$ cat src/ite_map.vh
// Constants for the I2C target emulation engine.
`ifndef ITE_MAP_VH
`define ITE_MAP_VH
`define ITE_ADDR_RESET      7'h00
`define ITE_CMD_LEN_RESET   8'h00
`define ITE_DATA_LEN_RESET  8'h80
`define ITE_WDRAW_RESET     16'h0000
`define ITE_CLK_HZ          125000000
`define ITE_MS_PER_S        1000
`define ITE_MS_CYCLES       17'h1E848
`define ITE_ST_IDLE         3'h0
`define ITE_ST_ADDR         3'h1
`define ITE_ST_ADDR_ACK     3'h2
`define ITE_ST_WR_BYTE      3'h3
`define ITE_ST_WR_ACK       3'h4
`define ITE_ST_RD_BYTE      3'h5
`define ITE_ST_RD_ACK       3'h6
`define ITE_ST_SKIP         3'h7
`endif

$ cat src/ite_target.v
// I2C target emulation engine: address match, write split, read service, withdrawal timer.
`timescale 1ns/100ps
`include "ite_map.vh"

module ite_target (
    input  wire        sys_clk,
    input  wire        reset_n,
    input  wire        start_cmd,
    input  wire        stop_cmd,
    input  wire        cfg_load,
    input  wire [6:0]  cfg_address,
    input  wire [7:0]  cfg_cmd_len,
    input  wire [7:0]  cfg_data_len,
    input  wire [15:0] cfg_withdraw_ms,
    input  wire        scl_in,
    input  wire        sda_in,
    output wire        scl_out,
    output wire        scl_oe,
    output wire        sda_out,
    output reg         sda_oe,
    output reg  [7:0]  rx_byte,
    output reg         rx_cmd_valid,
    output reg         rx_data_valid,
    output reg         command_buffer_event,
    output reg         write_data_ready_event,
    output reg         read_data_request_event,
    input  wire [7:0]  tx_byte,
    output reg         read_done_event,
    output reg  [15:0] read_count,
    input  wire        event_ack,
    output reg         on_bus,
    output reg         withdrawn,
    output reg  [6:0]  target_address,
    output reg  [7:0]  cmd_len,
    output reg  [7:0]  data_len
);
    parameter [16:0] MS_CYCLES = `ITE_MS_CYCLES;

    reg         scl_s1;
    reg         scl_s2;
    reg         scl_d;
    reg         sda_s1;
    reg         sda_s2;
    reg         sda_d;
    reg  [2:0]  state;
    reg  [2:0]  bit_cnt;
    reg  [7:0]  shreg;
    reg  [7:0]  cmd_cnt;
    reg  [7:0]  dat_cnt;
    reg         rd_nack;
    reg         got_byte;
    reg  [15:0] wd_setting;
    reg  [15:0] ms_left;
    reg  [16:0] tick_cnt;
    reg         running;

    wire scl_rise   = scl_s2 & ~scl_d;
    wire scl_fall   = ~scl_s2 & scl_d;
    wire start_cond = scl_s2 & scl_d & sda_d & ~sda_s2;
    wire stop_cond  = scl_s2 & scl_d & ~sda_d & sda_s2;
    wire in_write   = (state == `ITE_ST_WR_BYTE) | (state == `ITE_ST_WR_ACK);
    wire in_read    = (state == `ITE_ST_RD_BYTE) | (state == `ITE_ST_RD_ACK);
    wire cmd_room   = (cmd_cnt < cmd_len);
    wire wr_end     = in_write & (start_cond | stop_cond);
    wire rd_end     = in_read & (start_cond | stop_cond);

    // The target never stretches the clock, so SCL is never driven.
    assign scl_out = 1'b0;
    assign scl_oe  = 1'b0;
    assign sda_out = 1'b0;

    always @(posedge sys_clk or negedge reset_n) begin
        if (!reset_n) begin
            scl_s1 <= 1'b1;
            scl_s2 <= 1'b1;
            scl_d  <= 1'b1;
            sda_s1 <= 1'b1;
            sda_s2 <= 1'b1;
            sda_d  <= 1'b1;
        end else begin
            scl_s1 <= scl_in;
            scl_s2 <= scl_s1;
            scl_d  <= scl_s2;
            sda_s1 <= sda_in;
            sda_s2 <= sda_s1;
            sda_d  <= sda_s2;
        end
    end

    // Configuration is taken only while stopped so a live transfer keeps its split.
    always @(posedge sys_clk or negedge reset_n) begin
        if (!reset_n) begin
            target_address <= `ITE_ADDR_RESET;
            cmd_len        <= `ITE_CMD_LEN_RESET;
            data_len       <= `ITE_DATA_LEN_RESET;
            wd_setting     <= `ITE_WDRAW_RESET;
        end else if (cfg_load && !running) begin
            target_address <= cfg_address;
            cmd_len        <= cfg_cmd_len;
            data_len       <= cfg_data_len;
            wd_setting     <= cfg_withdraw_ms;
        end
    end

    always @(posedge sys_clk or negedge reset_n) begin
        if (!reset_n) begin
            running   <= 1'b0;
            withdrawn <= 1'b0;
            ms_left   <= 16'h0000;
            tick_cnt  <= 17'h00000;
        end else if (stop_cmd) begin
            running   <= 1'b0;
            withdrawn <= 1'b0;
        end else if (start_cmd) begin
            running   <= 1'b1;
            withdrawn <= 1'b0;
        end else if (wr_end && wd_setting != 16'h0000) begin
            if (wd_setting[15]) begin
                running <= 1'b0;
            end else begin
                withdrawn <= 1'b1;
                ms_left   <= wd_setting;
                tick_cnt  <= 17'h00000;
            end
        end else if (withdrawn) begin
            if (tick_cnt == MS_CYCLES - 17'h00001) begin
                tick_cnt <= 17'h00000;
                if (ms_left == 16'h0001) begin
                    withdrawn <= 1'b0;
                end
                ms_left <= ms_left - 16'h0001;
            end else begin
                tick_cnt <= tick_cnt + 17'h00001;
            end
        end
    end

    always @(posedge sys_clk or negedge reset_n) begin
        if (!reset_n) begin
            on_bus <= 1'b0;
        end else begin
            on_bus <= running & ~withdrawn & ~stop_cmd;
        end
    end

    always @(posedge sys_clk or negedge reset_n) begin
        if (!reset_n) begin
            state         <= `ITE_ST_IDLE;
            bit_cnt       <= 3'h0;
            shreg         <= 8'h00;
            sda_oe        <= 1'b0;
            cmd_cnt       <= 8'h00;
            dat_cnt       <= 8'h00;
            rd_nack       <= 1'b0;
            got_byte      <= 1'b0;
            rx_byte       <= 8'h00;
            rx_cmd_valid  <= 1'b0;
            rx_data_valid <= 1'b0;
            read_count    <= 16'h0000;
        end else begin
            rx_cmd_valid  <= 1'b0;
            rx_data_valid <= 1'b0;
            if (!on_bus) begin
                state  <= `ITE_ST_IDLE;
                sda_oe <= 1'b0;
            end else if (start_cond) begin
                state    <= `ITE_ST_ADDR;
                bit_cnt  <= 3'h0;
                got_byte <= 1'b0;
                sda_oe  <= 1'b0;
                cmd_cnt <= 8'h00;
                dat_cnt <= 8'h00;
            end else if (stop_cond) begin
                state  <= `ITE_ST_IDLE;
                sda_oe <= 1'b0;
            end else begin
                case (state)
                    `ITE_ST_ADDR, `ITE_ST_WR_BYTE: begin
                        // A decision waits for eight shifted bits, so the fall that ends a start is ignored.
                        if (scl_rise) begin
                            shreg    <= {shreg[6:0], sda_s2};
                            bit_cnt  <= bit_cnt + 3'h1;
                            got_byte <= (bit_cnt == 3'h7);
                        end
                        if (scl_fall && got_byte) begin
                            if (state == `ITE_ST_ADDR) begin
                                // Header 11110xx never equals a 7-bit address here.
                                if (shreg[7:1] == target_address && shreg[7:3] != 5'h1E) begin
                                    sda_oe <= 1'b1;
                                    state  <= `ITE_ST_ADDR_ACK;
                                end else begin
                                    state  <= `ITE_ST_SKIP;
                                end
                            end else begin
                                rx_byte <= shreg;
                                sda_oe  <= 1'b1;
                                state   <= `ITE_ST_WR_ACK;
                                if (cmd_room) begin
                                    rx_cmd_valid <= 1'b1;
                                    cmd_cnt      <= cmd_cnt + 8'h01;
                                end else begin
                                    rx_data_valid <= 1'b1;
                                    dat_cnt       <= (dat_cnt + 8'h01 == data_len) ? 8'h00
                                                     : dat_cnt + 8'h01;
                                end
                            end
                        end
                    end
                    `ITE_ST_ADDR_ACK: begin
                        if (scl_fall) begin
                            bit_cnt <= 3'h0;
                            if (shreg[0]) begin
                                state      <= `ITE_ST_RD_BYTE;
                                read_count <= 16'h0000;
                                sda_oe     <= ~tx_byte[7];
                                shreg      <= {tx_byte[6:0], 1'b0};
                            end else begin
                                state  <= `ITE_ST_WR_BYTE;
                                sda_oe <= 1'b0;
                            end
                        end
                    end
                    `ITE_ST_WR_ACK: begin
                        if (scl_fall) begin
                            sda_oe  <= 1'b0;
                            bit_cnt <= 3'h0;
                            state   <= `ITE_ST_WR_BYTE;
                        end
                    end
                    `ITE_ST_RD_BYTE: begin
                        if (scl_fall) begin
                            bit_cnt <= bit_cnt + 3'h1;
                            if (bit_cnt == 3'h7) begin
                                sda_oe     <= 1'b0;
                                state      <= `ITE_ST_RD_ACK;
                                read_count <= read_count + 16'h0001;
                            end else begin
                                sda_oe <= ~shreg[7];
                                shreg  <= {shreg[6:0], 1'b0};
                            end
                        end
                    end
                    `ITE_ST_RD_ACK: begin
                        if (scl_rise) begin
                            rd_nack <= sda_s2;
                        end
                        if (scl_fall) begin
                            bit_cnt <= 3'h0;
                            if (rd_nack) begin
                                state <= `ITE_ST_SKIP;
                            end else begin
                                state  <= `ITE_ST_RD_BYTE;
                                sda_oe <= ~tx_byte[7];
                                shreg  <= {tx_byte[6:0], 1'b0};
                            end
                        end
                    end
                    default: begin
                        sda_oe <= 1'b0;
                    end
                endcase
            end
        end
    end

    // Event flags are sticky; a new event in the acknowledge cycle wins.
    always @(posedge sys_clk or negedge reset_n) begin
        if (!reset_n) begin
            command_buffer_event    <= 1'b0;
            write_data_ready_event  <= 1'b0;
            read_data_request_event <= 1'b0;
            read_done_event         <= 1'b0;
        end else if (stop_cmd) begin
            // Only a stop discards events; a halt keeps the events of the write that caused it.
            command_buffer_event    <= 1'b0;
            write_data_ready_event  <= 1'b0;
            read_data_request_event <= 1'b0;
            read_done_event         <= 1'b0;
        end else begin
            if ((rx_cmd_valid && cmd_cnt == cmd_len) ||
                (wr_end && cmd_cnt != 8'h00 && cmd_room)) begin
                command_buffer_event <= 1'b1;
            end else if (event_ack) begin
                command_buffer_event <= 1'b0;
            end
            if ((rx_data_valid && dat_cnt == 8'h00) || (wr_end && dat_cnt != 8'h00)) begin
                write_data_ready_event <= 1'b1;
            end else if (event_ack) begin
                write_data_ready_event <= 1'b0;
            end
            if ((state == `ITE_ST_ADDR_ACK && scl_fall && shreg[0]) ||
                (state == `ITE_ST_RD_ACK && scl_fall && !rd_nack)) begin
                read_data_request_event <= 1'b1;
            end else if (event_ack) begin
                read_data_request_event <= 1'b0;
            end
            if (rd_end || (state == `ITE_ST_RD_ACK && scl_fall && rd_nack)) begin
                read_done_event <= 1'b1;
            end else if (event_ack) begin
                read_done_event <= 1'b0;
            end
        end
    end
endmodule // ite_target

$ cat config.mk
export PLATFORM = sky130hd
export DESIGN_NAME = ite_target
export DESIGN_NICKNAME = d
export VERILOG_FILES = /design/src/ite_target.v
export VERILOG_INCLUDE_DIRS = /design/src
export SDC_FILE = /design/constraint.sdc
export NUM_CORES = 1
export LEC_CHECK = 0
export BUFFER_PORTS_ARGS = -buffer_cell sky130_fd_sc_hd__buf_4
export CAP_MARGIN = 10
export CORE_MARGIN = 2
export CORE_UTILIZATION = 55
export CTS_CLUSTER_DIAMETER = 30
export DETAILED_ROUTE_END_ITERATION = 8
export GPL_TIMING_DRIVEN = 0
export HOLD_SLACK_MARGIN = 0.03
export PLACE_DENSITY = 0.77
export SLEW_MARGIN = 20
export SYNTH_ARGS = -nofsm -noshare
export SYNTH_HDL_FRONTEND = slang
export SYNTH_SLANG_ARGS = --single-unit
$ cat constraint.sdc
create_clock -name sys_clk -period 4.3 [get_ports sys_clk]
set_clock_uncertainty 0.05 [all_clocks]
set_input_delay 0.86 -clock sys_clk [delete_from_list [all_inputs] [get_ports sys_clk]]
set_output_delay 0.86 -clock sys_clk [all_outputs]
set_load 0.01 [all_outputs]
==> reports/qor.yml <==
logic_synthesis:
  yosys.area.top_type_share_pct: 44.3
  synth_area_leaders: "dfrtp_1 44%, mux2_2 7.3%, nand2_1 4.7%"
  synth-seq-area-share_pct: 46.7
  dominantRegCellSynth: "dfrtp_1"
  netlist_instances: 814
  ys_ff_latch: 144
  synthesis.area_um2: 7740
  syn_avg_cell_area_um2: 9.50
  async_flop_share_pct: 100
  yosysUniqueCellTypes: 68
  yosysWarnings: 0
  yosys.area.top_type: "dfrtp_1"
  synth_edf_count: 0
grt:
  grt_pass1_wl_mm: 30.3
  grt_pass1_vias: 6218
  grt_overflow: 0
  track_usage_pct: 25.6
  grt_max_degree: 76
  antenna_found_initial: 0
finish:
  drive_gt1_share_pct: 22.9
  seqCellArea_um2: 3610
  design.final.nets: 1018
  fill_cells: 1108
  multiInputGateArea_um2: 3870
  mostFrequentLayoutCells: "137 x dfrtp_1, 112 x buf_4, 96 x nand2_1"
  fin_cells: 1137
  postLayoutCoreUtil_pct: 68.1
  fin_area_um2: 9410
  antenna_cells: 0
  area_delta_synth_final_pct: 21.7
  final_common_cell: "dfrtp_1"
cts:
  post_cts_resized: 0
  cts-buffers-inserted: 17
  clk_latency_ns: 0.42
  clockBufferDepth: 2
  cts_setup_buffers: 0
  cts.htree.levels: 4
  cts_sinks: 144
  cts_hold_buf: 0
  clkTransAtPathRegs_ns: 0.05
  cts_tree: "built"
  root_buffer: "clkbuf_16"
placed_design:
  io_buffers: 109
  dp.cells: 1106
  detailed_place_hpwl_mm: 13.2
  placed_area_um2: 8820
  gp_congestion: 0.941
critical_path:
  reg2reg_depth: 6
  max_stage_delay_ns: 0.58
  critPathBufInv: 0
  cpMaxStageDelayCell: "a211oi_1"
  crit_type: "reg2reg"
  worst-path-max-fanout: 8
  cp-start-kind: "flip-flop"
  path_cells: "or3b_1 > a211oi_1 > nand2_1 > a21oi_1 > o311ai_0 > o211ai_1"
  critPathArrivalTime_ns: 3.17
  worst_ep_required_time_ns: 4.58
  cp_top_family: "compound AO/OA/AOI/OAI gates"
  crit_cells: 6
  endpoint_kind: "flip-flop"
routing:
  firstDrtPassIters: 5
  first_iter_violations: 603
  wl_mm: 18.5
  vias: 6678
  final_antenna_net_count: 0
  drc: 0
  routed_via_density: 5.87
  wl_per_cell_um: 16.3
power_and_ir_drop:
  irDropWorstVdd_mv: 0.251
  p_leak_uw: 0.00417
  power_density_nw_per_um2: 359
  p_total_uw: 3380
sta:
  timing.fmax_mhz: 346
  rsz0062_at_grt: "no"
  setup_violations: 0
  period_minus_slack_ns: 2.89
  hold_viol: 0
  tns_ns: 0
  final_max_slew_viol_count: 0
  period_share_pct: 67.2
  tightestPinTransition_ns: 1.10
  slew-limit-headroom_pct: 24.8
floorplan:
  core-area_um2: 13800
  start_util_pct: 55.9
  die_h_um: 123
  io_pins: 114
  die_area_um2: 15000
  die_width_um: 123
  num_rows: 43
min_path:
  hold_depth: 0
  hp-class: "reg2reg"
job:
  max_cap_viol_count: 0
outcome:
  status: "finished clean"
-- cells by family after synthesis --
logic type	count (synthesis)	share of synthesized area [%]
AND/OR/NAND/NOR	311	20.4
multiplexers	50	7.28
AO/OA/AOI/OAI	195	15.7
XOR/XNOR	32	3.62
other	1	0.0485
buffers and inverters	63	3.35
flip-flops	144	46.7
adder cells (fa/ha/maj)	18	2.91
-- registers in the layout (all words and copies together), names as in the netlist, 3 cells and up --
signal / cells
state: 3
shreg: 8
target_address: 7
cmd_len: 8
dat_cnt: 8
wd_setting: 16
ms_left: 16
rx_byte: 8
data_len: 8
read_count: 16
tick_cnt: 17
bit_cnt: 3
cmd_cnt: 8
-- Yosys cell counts (7+ instances only) --
master and count:
mux2_2 50, o21ai_0 63, and3_1 10, inv_1 28, nand2b_1 10, dfstp_2 7
nor2_1 58, nand4_1 15, nand2_1 96, nor3_1 21, dfrtp_1 137, o2bb2ai_1 7
o211ai_1 7, ha_1 18, clkbuf_1 22, a21oi_1 49, xnor2_1 22, nor4_1 19
nand3_1 29, o31ai_1 14, xor2_1 10
-- metal layers --
metal	part of all wire [%]	global-route usage (%)	vias to the layer above	wire [um]
li1	-	-	3224	-
met1	45	35.4	3215	8290
met2	48	40.6	208	8820
met3	5.7	4.83	31	1050
met4	1.8	8.98	0	341
met5	0	0	-	0
-- where the power goes --
part | internal, uW | switching, uW
clock network | 952 | 524
registers | 1440 | 85.8
logic | 191 | 186
-- worst register-to-register path: stages, from the launching register on --
cell,delay [ns]
dfrtp_1,0.46
or3b_1,0.45
a211oi_1,0.58
nand2_1,0.37
a21oi_1,0.57
o311ai_0,0.19
o211ai_1,0.13
-- worst paths after layout --
path                          start            end  slack (ns)
hold / removal               scl_s1         scl_s2        0.30
setup reg to reg           state[1]   tick_cnt[15]        1.41
min in group asynchronous   reset_n  read_count[7]        0.33
hold reg to reg              scl_s1         scl_s2        0.30
setup / recovery           state[1]   tick_cnt[15]        1.41
max in group asynchronous   reset_n    data_len[7]        3.10
-- per-stage QoR --
| step | setup WS (ns) | hold WS [ns] |
|---|---|---|
| after CTS | 1.48 | 0.306 |
| after detailed placement | 1.22 | 0.298 |
| after global placement | 1.27 | 0.300 |
| final | 1.41 | 0.305 |
| after floorplan | 1.63 | 0.295 |
| after global routing | 1.26 | 0.308 |
-- layout make-up --
type / instances / share of cell area (%)
Clock inverter: 6 / 1.12
Tap cell: 180 / 2.39
Inverter: 29 / 1.16
Buffer: 34 / 1.60
Timing Repair Buffer: 110 / 9.07
Sequential cell: 144 / 38.4
Clock buffer: 25 / 5.16
Multi-Input combinational cell: 609 / 41.1
Note: power is estimated with default switching activity, not from simulation.
